### src/rtl/msrc_regs.svh
// Purpose: register offsets, field positions, reset values and timing figures of the
//          measurement rate and sensor-reset control block
// Assumes: 8-bit register addresses and data
// Notes:   definitions only
`ifndef MSRC_REGS_SVH
`define MSRC_REGS_SVH

// =====================================================================
// register offsets
`define MSRC_RATE_CTRL_ADDR   8'h10
`define MSRC_SRC_CTRL_ADDR    8'h11

// =====================================================================
// rate_and_mode_control fields
`define MSRC_RATE_MSB         7
`define MSRC_RATE_LSB         5
`define MSRC_OS_MSB           4
`define MSRC_OS_LSB           3
`define MSRC_ACTIVE_BIT       0
`define MSRC_RATE_CTRL_RST    8'h00

// =====================================================================
// sensor_reset_and_correction_control fields
`define MSRC_AUTO_BIT         7
`define MSRC_RAW_BIT          5
`define MSRC_MRST_BIT         4
`define MSRC_SRC_CTRL_RST     1'b0

// =====================================================================
// rate decoding
`define MSRC_SLOW_CODE        3'h4
`define MSRC_OSR_BASE         8'h10
`define MSRC_CONV_NUM_BASE    11'h010

// =====================================================================
// timing
`define MSRC_CLK_HZ           40000000
`define MSRC_CONV_FAST_HZ     1280
`define MSRC_CONV_BASE_CYC    (`MSRC_CLK_HZ / `MSRC_CONV_FAST_HZ)
`define MSRC_SRST_CYC         16

// =====================================================================
// counter widths
`define MSRC_CNT_W            20
`define MSRC_NUM_W            11
`define MSRC_SRST_W           16

`endif

### src/rtl/msrc_pkg.sv
// Purpose: shared types of the measurement rate and sensor-reset control block
// Assumes: widths from msrc_regs.svh
// Notes:   three axes x, y, z at index 0, 1, 2
`include "msrc_regs.svh"

package msrc_pkg;

   // =====================================================================
   // per-axis data
   typedef logic [2:0][15:0] msrc_axes_t;

   // =====================================================================
   // block state
   typedef struct packed {
      logic [7:0]               rate_ctrl;
      logic                     auto_en;
      logic                     raw_sel;
      logic                     srst_busy;
      logic                     srst_pend;
      logic [`MSRC_SRST_W-1:0]  srst_cnt;
      logic [`MSRC_CNT_W-1:0]   conv_cnt;
      logic [`MSRC_NUM_W-1:0]   conv_num;
      logic                     conv_stb;
      logic                     sample_stb;
      logic [7:0]               rdata;
      msrc_axes_t               data;
   } msrc_state_t;

endpackage

### src/rtl/msrc_ctrl.sv
// Purpose: measurement rate decode and magnetic sensor reset control
// Assumes: register port driven by the serial interface logic on the same clock
// Notes:   read data appears one cycle after the read strobe
//
// What this block does
// - converter rate 1280/640/320/160 Hz for codes 0-3, 80 Hz for codes 4 up.
// - oversampling ratio 16/32/64/128 from its field, independent of rate field.
// - output rate per table; each rate step above 4 halves it at 80 Hz.
// - auto-reset enable set runs a sensor reset cycle before each acquisition.
// - auto-reset enable is write-only and always reads back as 0.
// - raw-select 0 applies user offsets, 1 delivers data without them.
// - factory calibration is always applied regardless of raw-select.
// - host writes 1 to manual reset bit; it reads 1 while cycle runs.
// - manual reset bit clears itself when the reset cycle completes.
// - auto, raw-select and manual reset bits are 0 after reset.
// - raw-select 0 subtracts per-axis user offsets with bit 0 cleared, unclipped, before storing data.
`timescale 1ns/100ps
`include "msrc_regs.svh"

module msrc_ctrl
   import msrc_pkg::*;
#(
   parameter int CONV_BASE_CYC = `MSRC_CONV_BASE_CYC,
   parameter int SRST_CYC      = `MSRC_SRST_CYC
)
(
   input  wire logic        clock,
   input  wire logic        rst,
   input  wire logic [7:0]  reg_addr,
   input  wire logic [7:0]  reg_wdata,
   input  wire logic        reg_wr,
   input  wire logic        reg_rd,
   output logic      [7:0]  reg_rdata,
   input  msrc_axes_t       raw_data,
   input  msrc_axes_t       fact_off,
   input  msrc_axes_t       user_off,
   output logic             conv_strobe,
   output logic      [7:0]  oversampling_ratio,
   output logic      [2:0]  conv_rate_shift,
   output logic             sensor_reset_active,
   output logic             sample_strobe,
   output msrc_axes_t       mag_data
);

   localparam logic [`MSRC_CNT_W-1:0]  BASE_CYC = `MSRC_CNT_W'(CONV_BASE_CYC);
   localparam logic [`MSRC_SRST_W-1:0] SRST_END = `MSRC_SRST_W'(SRST_CYC - 1);

   msrc_state_t q;
   msrc_state_t d;
   msrc_axes_t  corr;
   logic [2:0]  rate_code;
   logic [1:0]  os_code;
   logic [2:0]  dec_shift;
   logic [2:0]  conv_shift;
   logic [`MSRC_CNT_W-1:0] period;
   logic [`MSRC_NUM_W-1:0] nconv;
   logic        acquire;
   logic        active;
   logic        conv_last;
   logic        acq_last;
   logic        srst_done;
   logic        wr_src;
   logic        mrst_start;
   logic [`MSRC_CNT_W-1:0]  conv_inc;
   logic [`MSRC_NUM_W-1:0]  num_inc;
   logic [`MSRC_SRST_W-1:0] srst_inc;

   // =====================================================================
   // offset correction per axis
   genvar ax;
   generate
      for (ax = 0; ax < 3; ax++) begin : g_axis
         msrc_axis_corr u_corr (
            .raw      (raw_data[ax]),
            .fact_off (fact_off[ax]),
            .user_off (user_off[ax]),
            .raw_sel  (q.raw_sel),
            .corr     (corr[ax])
         );
      end
   endgenerate

   // =====================================================================
   // rate decode
   always_comb begin
      rate_code  = q.rate_ctrl[`MSRC_RATE_MSB:`MSRC_RATE_LSB];
      os_code    = q.rate_ctrl[`MSRC_OS_MSB:`MSRC_OS_LSB];
      conv_shift = (rate_code >= `MSRC_SLOW_CODE) ? `MSRC_SLOW_CODE : rate_code;
      dec_shift  = (rate_code >= `MSRC_SLOW_CODE) ? 3'(rate_code - `MSRC_SLOW_CODE)
                                                  : 3'h0;
      period     = `MSRC_CNT_W'(BASE_CYC << conv_shift);
      nconv      = `MSRC_NUM_W'((`MSRC_CONV_NUM_BASE << os_code) << dec_shift);
   end

   // =====================================================================
   // event decode
   // >= keeps a period shortened while active from overrunning its counter
   always_comb begin
      active     = q.rate_ctrl[`MSRC_ACTIVE_BIT];
      conv_last  = (q.conv_cnt >= period - `MSRC_CNT_W'(1));
      acq_last   = (q.conv_num >= nconv - `MSRC_NUM_W'(1));
      srst_done  = q.srst_busy && (q.srst_cnt == SRST_END);
      wr_src     = reg_wr && (reg_addr == `MSRC_SRC_CTRL_ADDR);
      mrst_start = wr_src && reg_wdata[`MSRC_MRST_BIT];
      conv_inc   = `MSRC_CNT_W'(q.conv_cnt + `MSRC_CNT_W'(1));
      num_inc    = `MSRC_NUM_W'(q.conv_num + `MSRC_NUM_W'(1));
      srst_inc   = `MSRC_SRST_W'(q.srst_cnt + `MSRC_SRST_W'(1));
   end

   // =====================================================================
   // next state
   always_comb begin
      d            = q;
      d.conv_stb   = 1'b0;
      d.sample_stb = 1'b0;
      acquire      = 1'b0;

      // conversion pacing, idle in standby
      if (!active) begin
         d.conv_cnt = '0;
         d.conv_num = '0;
      end else if (conv_last) begin
         d.conv_cnt = '0;
         d.conv_stb = 1'b1;
         if (acq_last) begin
            d.conv_num = '0;
            acquire    = 1'b1;
         end else begin
            d.conv_num = num_inc;
         end
      end else begin
         d.conv_cnt = conv_inc;
      end

      // sensor reset cycle
      if (q.srst_busy) begin
         if (srst_done) begin
            d.srst_busy = 1'b0;
            d.srst_cnt  = '0;
            if (q.srst_pend) begin
               d.srst_pend  = 1'b0;
               d.data       = corr;
               d.sample_stb = 1'b1;
            end
         end else begin
            d.srst_cnt = srst_inc;
         end
      end

      // acquisition, preceded by a reset cycle when enabled
      if (acquire) begin
         if (q.auto_en) begin
            d.srst_busy = 1'b1;
            d.srst_pend = 1'b1;
         end else begin
            d.data       = corr;
            d.sample_stb = 1'b1;
         end
      end

      // register writes; a start wins over completion
      if (reg_wr) begin
         unique case (reg_addr)
            `MSRC_RATE_CTRL_ADDR: begin
               d.rate_ctrl = reg_wdata;
            end
            `MSRC_SRC_CTRL_ADDR: begin
               d.auto_en = reg_wdata[`MSRC_AUTO_BIT];
               d.raw_sel = reg_wdata[`MSRC_RAW_BIT];
               if (mrst_start) begin
                  d.srst_busy = 1'b1;
                  if (!q.srst_busy) begin
                     d.srst_cnt = '0;
                  end
               end
            end
            default: begin
            end
         endcase
      end

      // register reads
      if (reg_rd) begin
         d.rdata = 8'h00;
         unique case (reg_addr)
            `MSRC_RATE_CTRL_ADDR: begin
               d.rdata = q.rate_ctrl;
            end
            `MSRC_SRC_CTRL_ADDR: begin
               d.rdata[`MSRC_AUTO_BIT] = 1'b0;
               d.rdata[`MSRC_RAW_BIT]  = q.raw_sel;
               d.rdata[`MSRC_MRST_BIT] = q.srst_busy;
            end
            default: begin
            end
         endcase
      end
   end

   // =====================================================================
   // state register
   always_ff @(posedge clock) begin
      if (rst) begin
         q            <= '0;
         q.rate_ctrl  <= `MSRC_RATE_CTRL_RST;
         q.auto_en    <= `MSRC_SRC_CTRL_RST;
         q.raw_sel    <= `MSRC_SRC_CTRL_RST;
         q.srst_busy  <= `MSRC_SRC_CTRL_RST;
      end else begin
         q <= d;
      end
   end

   // =====================================================================
   // outputs
   always_comb begin
      reg_rdata           = q.rdata;
      conv_strobe         = q.conv_stb;
      oversampling_ratio  = 8'(`MSRC_OSR_BASE << os_code);
      conv_rate_shift     = conv_shift;
      sensor_reset_active = q.srst_busy;
      sample_strobe       = q.sample_stb;
      mag_data            = q.data;
   end

endmodule

### src/rtl/msrc_axis_corr.sv
// Purpose: offset correction of one axis
// Assumes: samples and offsets in two's complement
// Notes:   result wraps, no clipping
`timescale 1ns/100ps

module msrc_axis_corr
   import msrc_pkg::*;
(
   input  wire logic [15:0] raw,
   input  wire logic [15:0] fact_off,
   input  wire logic [15:0] user_off,
   input  wire logic        raw_sel,
   output logic      [15:0] corr
);

   logic [15:0] user_term;

   // =====================================================================
   // correction
   always_comb begin
      user_term = raw_sel ? 16'h0000 : {user_off[15:1], 1'b0};
      corr      = 16'(raw - fact_off - user_term);
   end

endmodule

### config.mk
export PLATFORM = sky130hd
export DESIGN_NAME = msrc_ctrl
export DESIGN_NICKNAME = d
export VERILOG_FILES = /design/src/rtl/msrc_pkg.sv /design/src/rtl/msrc_ctrl.sv /design/src/rtl/msrc_axis_corr.sv
export VERILOG_INCLUDE_DIRS = /design/src /design/src/rtl
export SDC_FILE = /design/constraint.sdc
export NUM_CORES = 1
export LEC_CHECK = 0
export ABC_AREA = 1
export BUFFER_PORTS_ARGS = -buffer_cell sky130_fd_sc_hd__buf_2
export CAP_MARGIN = 20
export CORE_AREA = 2 2 125 176
export DETAILED_ROUTE_END_ITERATION = 8
export DIE_AREA = 0 0 127 178
export PLACE_DENSITY = 0.91
export SLEW_MARGIN = 20
export SYNTH_ARGS = -nofsm -noshare
export SYNTH_HDL_FRONTEND = slang
export SYNTH_SLANG_ARGS = --single-unit
### constraint.sdc
create_clock -name clock -period 3.9 [get_ports clock]
set_input_delay 0.195 -clock clock [delete_from_list [all_inputs] [get_ports clock]]
set_output_delay 0.195 -clock clock [all_outputs]
set_load 0.02 [all_outputs]
==> results of run 1 <==
==> cells in the final DEF, fill, tap and decap left out, types with 7 or more instances in the layout <==
cell / instances
sky130_fd_sc_hd__xnor2_1: 14
sky130_fd_sc_hd__buf_2: 226
sky130_fd_sc_hd__o21a_1: 8
sky130_fd_sc_hd__nor2_1: 168
sky130_fd_sc_hd__nor2_2: 7
sky130_fd_sc_hd__or2_2: 16
sky130_fd_sc_hd__clkbuf_16: 17
sky130_fd_sc_hd__a21oi_1: 96
sky130_fd_sc_hd__fa_1: 42
sky130_fd_sc_hd__buf_4: 14
sky130_fd_sc_hd__nand4_1: 16
sky130_fd_sc_hd__dfxtp_1: 117
sky130_fd_sc_hd__o21ai_0: 63
sky130_fd_sc_hd__inv_1: 255
sky130_fd_sc_hd__nand2_1: 582
sky130_fd_sc_hd__nor3_1: 18
sky130_fd_sc_hd__nand3_1: 97
sky130_fd_sc_hd__xor2_1: 38
sky130_fd_sc_hd__ha_1: 91
sky130_fd_sc_hd__and2_1: 13
==> how the worst max path moves through the flow <==
| stage | slack, ns | depth (start not counted) | start | end |
|---|---|---|---|---|
| floorplan | 0.26 | 21 | q[116]$_SDFFE_PP0P_ | mag_data[5]$_SDFF_PP0_ |
| global placement | 0.29 | 21 | q[114]$_SDFFE_PP0P_ | mag_data[42]$_SDFF_PP0_ |
| detailed placement | 0.07 | 21 | q[114]$_SDFFE_PP0P_ | mag_data[27]$_SDFF_PP0_ |
| CTS | 0.04 | 21 | q[114]$_SDFFE_PP0P_ | mag_data[43]$_SDFF_PP0_ |
| global route | 0.02 | 21 | q[114]$_SDFFE_PP0P_ | q[63]$_SDFFE_PP0P_ |
| finish | 0.38 | 20 | q[114]$_SDFFE_PP0P_ | q[87]$_SDFF_PP0_ |
==> sequential cells by signal (all words and copies together), names as in the netlist <==
| name | count |
|---|---|
| q | 55 |
| mag_data | 48 |
| reg_rdata | 8 |
| os_code | 2 |
| active | 1 |
| conv_strobe | 1 |
| sample_strobe | 1 |
| sensor_reset_active | 1 |
==> metal layers <==
metal,vias up,routed length (um),GRT usage
li1,5873,-,-
met1,5332,11400,0.279
met5,-,0,0
met2,364,15400,0.494
met4,0,1130,0.120
met3,73,1550,0.0501
==> power by group through the flow <==
stage / sequential [uW] / combinational [uW] / clock (uW)
after global routing: 1200 / 1480 / 1780
after global placement: 1230 / 1250 / 0
final: 1200 / 1300 / 1700
after detailed placement: 1230 / 1280 / 0
after floorplan: 1230 / 954 / 0
after CTS: 1200 / 1290 / 1710
==> stage by stage <==
step                worst slack (ns)  std cells  hold WS [ns]
floorplan                      0.257       1808         0.330
CTS                           0.0401       2233       0.00465
global placement               0.294       2201         0.435
finish                         0.376       2238        0.0143
detailed placement            0.0665       2201         0.445
global route                  0.0163       2238        0.0186
==> worst max-delay path: stages, from the launching register on <==
cell                      delay (ns)
sky130_fd_sc_hd__dfxtp_1        0.35
sky130_fd_sc_hd__inv_1          0.09
sky130_fd_sc_hd__nor2_2         0.21
sky130_fd_sc_hd__inv_1          0.15
sky130_fd_sc_hd__ha_1           0.28
sky130_fd_sc_hd__nor3_2         0.25
sky130_fd_sc_hd__nand3_1        0.14
sky130_fd_sc_hd__nand3_1        0.11
sky130_fd_sc_hd__nand3_1        0.09
sky130_fd_sc_hd__xor2_1         0.16
sky130_fd_sc_hd__ha_1           0.28
sky130_fd_sc_hd__nand2_1        0.08
sky130_fd_sc_hd__a21oi_1        0.05
sky130_fd_sc_hd__nor2_1         0.11
sky130_fd_sc_hd__nand2_1        0.06
sky130_fd_sc_hd__nand2_1        0.09
sky130_fd_sc_hd__nand3_4        0.12
sky130_fd_sc_hd__buf_4          0.22
sky130_fd_sc_hd__nor2_2         0.25
sky130_fd_sc_hd__inv_4          0.15
sky130_fd_sc_hd__nor3b_1        0.21
==> synthesized netlist by cell type, types with 2 or more instances <==
cell	n
sky130_fd_sc_hd__or2_2	16
sky130_fd_sc_hd__a21o_1	2
sky130_fd_sc_hd__xor2_1	38
sky130_fd_sc_hd__nor2_2	5
sky130_fd_sc_hd__o21bai_1	4
sky130_fd_sc_hd__and2_1	13
sky130_fd_sc_hd__inv_1	255
sky130_fd_sc_hd__inv_2	3
sky130_fd_sc_hd__a21oi_2	2
sky130_fd_sc_hd__or2_0	2
sky130_fd_sc_hd__buf_1	5
sky130_fd_sc_hd__o21a_1	8
sky130_fd_sc_hd__ha_1	91
sky130_fd_sc_hd__nor3_2	2
sky130_fd_sc_hd__nand4_4	2
sky130_fd_sc_hd__nand2_1	582
sky130_fd_sc_hd__nor2_4	3
sky130_fd_sc_hd__clkbuf_1	16
sky130_fd_sc_hd__o21ai_1	4
sky130_fd_sc_hd__nand4_1	16
sky130_fd_sc_hd__o221ai_1	2
sky130_fd_sc_hd__nand3_1	97
sky130_fd_sc_hd__dfxtp_1	117
sky130_fd_sc_hd__nor3b_1	6
sky130_fd_sc_hd__buf_2	18
sky130_fd_sc_hd__a31oi_1	2
sky130_fd_sc_hd__xnor2_1	14
sky130_fd_sc_hd__fa_1	42
sky130_fd_sc_hd__a21boi_0	5
sky130_fd_sc_hd__a21oi_1	96
sky130_fd_sc_hd__nand3b_1	6
sky130_fd_sc_hd__nor4_1	2
sky130_fd_sc_hd__nor3_1	19
sky130_fd_sc_hd__nor2_1	170
sky130_fd_sc_hd__or2_1	4
sky130_fd_sc_hd__nand3_4	2
sky130_fd_sc_hd__buf_6	4
sky130_fd_sc_hd__o21ai_0	63
sky130_fd_sc_hd__buf_4	61
==> logic make-up after synthesis <==
logic type      after synthesis  synth area share
compound gates              190            0.0891
buf+inv                     362             0.143
fa+ha+maj                   133             0.173
other cells                   1          0.000327
simple gates                950             0.350
flops                       117             0.205
xor+xnor                     52            0.0398
==> repair_timing <==
item                                   CTS  global route
setup endpoints to repair                0            79
hold buffers                             0             0
endpoints found under the hold margin    0             0
resized for setup                        0             7
setup buffers                            0             5
==> area by class of cell <==
type,instances,area (um2)
clock buffer,21,470
inverter,258,972
fill,1805,7910
timing repair buffer,242,1280
multi-input combinational,1329,7500
tap,260,325
clock inverter,11,173
sequential,117,2340
==> run summary, run 1 <==
OUTCOME
------------------------------------------------------------------------------------------------------
Result of the run                                                                         finished, final reports clean

ROUTE
------------------------------------------------------------------------------------------------------
Vias per inst                                                                                     5.20
Average routed wire per standard cell                                                          13.2 um
Total number of vias                                                                             11.6k
Router iterations before antenna repair                                                              5
Detailed-route wire length                                                                    29500 um
First DRT Iteration DRCs                                                                           629
DRC viols                                                                                            0
Number of nets with antenna violations after detailed routing                                        0

CELLS AND AREA
------------------------------------------------------------------------------------------------------
Final net count                                                                                   2262
Area growth syn-to-layout                                                                        14.0%
Core utilization of the finished layout                                                          0.623
Share of cells above drive strength 1                                                            0.159
Layout Cell Area excl Fill                                                                  0.0131 mm2
Diodes inserted                                                                                      0

PLACE
------------------------------------------------------------------------------------------------------
Final HPWL from detailed placement                                                            23200 um
Final weighted congestion of routability-driven global placement                                 0.938
Instance area after placement                                                               0.0123 mm2
Port Buffers                                                                                       226

TIMING
------------------------------------------------------------------------------------------------------
Total setup violations reported at the end of the flow                                               0
Worst Clk Skew                                                                               0.0139 ns
Final Max Tran Viols                                                                                 0
Worst rel slew slack                                                                             0.576
Slew at the pin with the worst max-slew slack                                                 0.636 ns
Final Critical Period                                                                          3.52 ns
Share of the clock period used by the worst path                                                 0.903
Peak clock frequency supported by timing                                                       284 MHz
Setup repair after global routing missed its margin                                                 no
Number of hold violations in the final report                                                        0
Total negative slack for setup checks                                                             0 ns

POWER AND IR DROP
------------------------------------------------------------------------------------------------------
Sum of internal, switching and leakage power                                                   4200 uW
Leakage                                                                                     0.00709 uW
Cell Pwr Density                                                                            322 mW/mm2
Int Power                                                                                      2820 uW
Comb power frac                                                                                  0.309
Portion of total power attributed to the clock network                                           0.405
Maximum VDD drop                                                                              0.345 mV
Switching Power                                                                                1380 uW
Switching share of power                                                                         0.329
Sequential cell fraction of total power                                                          0.286

CLOCKING
------------------------------------------------------------------------------------------------------
Number of CTS-inserted buffers                                                                      17
CTS Sinks                                                                                          117
Insertion delay to the later sink of the worst-skew pair                                       0.42 ns
TritonCTS clock tree                                                                               yes
Clock root cell                                                                           sky130_fd_sc_hd__clkbuf_16
Clock transition at the register clock pins on the worst setup and hold paths after CTS        0.06 ns
Buffer levels on the longest clock path                                                              2
Number of H-tree branching levels                                                                    4

FLOORPLANNING
------------------------------------------------------------------------------------------------------
Starting density of the core                                                                     0.546
Area of the placeable core                                                                  0.0210 mm2
Top-Level Pins                                                                                     234
Die Ht                                                                                          178 um
Overall die area                                                                            0.0226 mm2
Die width                                                                                       127 um
Row count                                                                                           63

SYNTH
------------------------------------------------------------------------------------------------------
Number of enable-type register cells in the synthesized netlist                                      0
Cell type with the highest aggregate area in the netlist                                  sky130_fd_sc_hd__dfxtp_1
Post-synthesis sequential area ratio                                                             0.205
Cell count after synthesis                                                                        1805
Leading register cell type out of synthesis                                               sky130_fd_sc_hd__dfxtp_1
Dominant cells by area after synthesis                                                    sky130_fd_sc_hd__dfxtp_1 (20%), sky130_fd_sc_hd__nand2_1 (19%), sky130_fd_sc_hd__ha_1 (9.9%)
Number of register bits inferred by synthesis                                                      117
Area share of the largest cell type after synthesis                                              0.205
Cell area after synthesis                                                                   0.0115 mm2
Syn_area_per_cell                                                                             6.35 um2
Ys Warns                                                                                             0
Number of distinct library cells after synthesis                                                    45
Fraction of registers with async set/reset                                                           0

GLOBAL ROUTE
------------------------------------------------------------------------------------------------------
Initial antenna violation count                                                                      0
GRT Overall Usage                                                                                0.262
Global-route congestion overflow total                                                               0
Number of global-route vias before repair                                                        11.2k
Pin count of the biggest net entering global routing                                                60
First-pass GRT wire length                                                                    48600 um

WORST SETUP PATH
------------------------------------------------------------------------------------------------------
Startpoint kind of the worst setup timing path                                               flip-flop
Required time of the worst setup path                                                          4.24 ns
Highest net fanout along the worst path                                                             18
Critical path start-end classification                                                    flip-flop to flip-flop
Endpoint of the worst-slack reg-to-reg timing path                                        q[87]$_SDFF_PP0_
Reg2reg path depth                                                                                  20
Nature of the critical path endpoint                                                         flip-flop
Startpoint of the lowest-slack register-to-register path                                  q[114]$_SDFFE_PP0P_
Worst path arrival time                                                                        3.86 ns
Reg2reg setup slack                                                                            0.38 ns

WORST HOLD PATH
------------------------------------------------------------------------------------------------------
Startpoint of the worst hold path                                                         reg_wdata[1]
End point of the most critical hold path                                                  q[110]$_SDFFE_PP0P_
Classification of the worst-slack hold path                                               input pin to flip-flop
Number of stages on the worst hold path                                                              3

JOB
------------------------------------------------------------------------------------------------------
Maximum Capacitance Violations                                                                       0

Note: power is estimated with default switching activity, not from simulation.
==> run 2: changes to the inputs <==
--- a/config.mk
+++ b/config.mk
@@ -12,6 +12,7 @@
 export CORE_AREA = 2 2 125 176
 export DETAILED_ROUTE_END_ITERATION = 8
 export DIE_AREA = 0 0 127 178
+export HOLD_SLACK_MARGIN = 0.08
 export PLACE_DENSITY = 0.91
 export SLEW_MARGIN = 20
 export SYNTH_ARGS = -nofsm -noshare
==> run summary, run 2 (synthesis gave the netlist of run 1 again) <==
WORST HOLD PATH
------------------------------------------------------------------------------------------------------
Classification of the worst-slack hold path                                               input pin to flip-flop
End point of the most critical hold path                                                  os_code[0]$_SDFFE_PP0P_
Startpoint of the worst hold path                                                         reg_wdata[3]
Number of stages on the worst hold path                                                              3

WORST SETUP PATH
------------------------------------------------------------------------------------------------------
Worst path arrival time                                                                        3.87 ns
Critical Path Source                                                                      q[114]$_SDFFE_PP0P_
Reg2reg setup slack                                                                            0.37 ns
Highest net fanout along the worst path                                                             18
Startpoint of the lowest-slack register-to-register path                                  q[114]$_SDFFE_PP0P_
Required time of the worst setup path                                                          4.24 ns
Reg2reg path depth                                                                                  20
Startpoint kind of the worst setup timing path                                               flip-flop
Nature of the critical path endpoint                                                         flip-flop
Critical path start-end classification                                                    flip-flop to flip-flop
Endpoint of the worst-slack reg-to-reg timing path                                        q[87]$_SDFF_PP0_

TIMING
------------------------------------------------------------------------------------------------------
Final Max Tran Viols                                                                                 0
Slew at the pin with the worst max-slew slack                                                 0.643 ns
Worst Clk Skew                                                                               0.0138 ns
Setup repair after global routing missed its margin                                                 no
Number of hold violations in the final report                                                        0
Worst rel slew slack                                                                             0.571
Total negative slack for setup checks                                                             0 ns
Final Critical Period                                                                          3.53 ns
Total setup violations reported at the end of the flow                                               0
Peak clock frequency supported by timing                                                       283 MHz
Share of the clock period used by the worst path                                                 0.905

FLOORPLANNING
------------------------------------------------------------------------------------------------------
Top-Level Pins                                                                                     234
Starting density of the core                                                                     0.546
Overall die area                                                                            0.0226 mm2
Die width                                                                                       127 um
Row count                                                                                           63
Area of the placeable core                                                                  0.0210 mm2
Die Ht                                                                                          178 um

POWER AND IR DROP
------------------------------------------------------------------------------------------------------
Cell Pwr Density                                                                            321 mW/mm2
Maximum VDD drop                                                                              0.343 mV
Leakage                                                                                     0.00710 uW
Sum of internal, switching and leakage power                                                   4200 uW

CELLS AND AREA
------------------------------------------------------------------------------------------------------
Register Area                                                                              0.00234 mm2
Fillcell total                                                                                    1802
Combined area of the multi-input logic cells                                               0.00750 mm2
Flip-flop count of the largest register, all copies and words added                                 55
Highest-count cells in the layout ignoring fill and taps                                  sky130_fd_sc_hd__nand2_1 (582), sky130_fd_sc_hd__inv_1 (255), sky130_fd_sc_hd__buf_2 (226)
Share of cells above drive strength 1                                                            0.158
Final net count                                                                                   2266
Largest Register                                                                                     q
Area growth syn-to-layout                                                                        14.3%
Commonest non-fill, non-tap cell in the layout                                            sky130_fd_sc_hd__nand2_1
Diodes inserted                                                                                      0

ROUTE
------------------------------------------------------------------------------------------------------
DRC viols                                                                                            0
First DRT Iteration DRCs                                                                           653
Router iterations before antenna repair                                                              7
Total number of vias                                                                             11.6k
Number of nets with antenna violations after detailed routing                                        0
Average routed wire per standard cell                                                          13.1 um
Vias per inst                                                                                     5.19
Detailed-route wire length                                                                    29500 um

CLOCKING
------------------------------------------------------------------------------------------------------
Clock transition at the register clock pins on the worst setup and hold paths after CTS        0.05 ns
Number of CTS-inserted buffers                                                                      17
Number of H-tree branching levels                                                                    4
Insertion delay to the later sink of the worst-skew pair                                       0.42 ns
Clock root cell                                                                           sky130_fd_sc_hd__clkbuf_16
CTS Sinks                                                                                          117
Buffer levels on the longest clock path                                                              2
TritonCTS clock tree                                                                               yes

PLACE
------------------------------------------------------------------------------------------------------
Final weighted congestion of routability-driven global placement                                 0.938
Port Buffers                                                                                       226
Final HPWL from detailed placement                                                            23200 um

GLOBAL ROUTE
------------------------------------------------------------------------------------------------------
Number of global-route vias before repair                                                        11.2k
First-pass GRT wire length                                                                    48600 um
Initial antenna violation count                                                                      0
GRT Overall Usage                                                                                0.262
Global-route congestion overflow total                                                               0
Pin count of the biggest net entering global routing                                                60

JOB
------------------------------------------------------------------------------------------------------
Maximum Capacitance Violations                                                                       0

OUTCOME
------------------------------------------------------------------------------------------------------
Result of the run                                                                         finished, final reports clean

## run 2: cell count changes in the layout (fill, tap and decap cells not counted)
cell                            change
sky130_fd_sc_hd__dlygate4sd3_1      +4
## run 2: through the flow
stage	util	cells	hold WS, ns	instance area [um2]	setup WS (ns)
final	0.625	2242	0.0936	13100	0.370
after global routing	0.625	2242	0.110	13100	0.0163
after CTS	0.621	2237	0.0805	13000	0.0401
after detailed placement	0.589	2201	0.445	12300	0.0665
after global placement	0.589	2201	0.435	12300	0.294
after floorplan	-	1808	0.330	11500	0.257
## run 2: what timing repair did
item	4_1_cts	5_1_grt
resized for setup	0	7
endpoints found under the setup margin	0	79
setup buffers	0	5
hold endpoints to repair	4	0
hold buffers	4	0
## run 2: cell type report
class                           instances  share of cell area
Multi-Input combinational cell       1329               0.572
Clock buffer                           21              0.0359
Sequential cell                       117               0.179
Timing Repair Buffer                  246               0.101
Tap cell                              260              0.0248
Inverter                              258              0.0742
Clock inverter                         11              0.0132
## run 2: per-layer routing
metal  global-route usage  vias up  part of all wire
met5                    0        -                 0
met4                0.120        0             0.038
met3               0.0501       74             0.048
met2                0.494      350              0.52
met1                0.280     5327              0.39
li1                     -     5878                 -
## run 2: critical path, stage by stage (launching register included)
cell                      delay [ns]
sky130_fd_sc_hd__dfxtp_1        0.35
sky130_fd_sc_hd__inv_1          0.09
sky130_fd_sc_hd__nor2_2         0.21
sky130_fd_sc_hd__inv_1          0.15
sky130_fd_sc_hd__ha_1           0.28
sky130_fd_sc_hd__nor3_2         0.25
sky130_fd_sc_hd__nand3_1        0.14
sky130_fd_sc_hd__nand3_1        0.11
sky130_fd_sc_hd__nand3_1        0.09
sky130_fd_sc_hd__xor2_1         0.16
sky130_fd_sc_hd__ha_1           0.28
sky130_fd_sc_hd__nand2_1        0.08
sky130_fd_sc_hd__a21oi_1        0.05
sky130_fd_sc_hd__nor2_1         0.11
sky130_fd_sc_hd__nand2_1        0.06
sky130_fd_sc_hd__nand2_1        0.09
sky130_fd_sc_hd__nand3_4        0.12
sky130_fd_sc_hd__buf_4          0.22
sky130_fd_sc_hd__nor2_2         0.25
sky130_fd_sc_hd__inv_4          0.15
sky130_fd_sc_hd__nor3b_1        0.21
## run 2: worst max path at each step
stage	endpoint	slack [ns]	cells past startpoint
global route	q[63]$_SDFFE_PP0P_	0.02	21
global placement	mag_data[42]$_SDFF_PP0_	0.29	21
CTS	mag_data[43]$_SDFF_PP0_	0.04	21
floorplan	mag_data[5]$_SDFF_PP0_	0.26	21
finish	q[87]$_SDFF_PP0_	0.37	20
detailed placement	mag_data[27]$_SDFF_PP0_	0.07	21
## run 2: where the power goes
part	switching, uW	total (uW)	internal, uW
combinational	802	1300	496
sequential	2.20	1200	1200
clock	576	1700	1120
total	1380	4200	2820
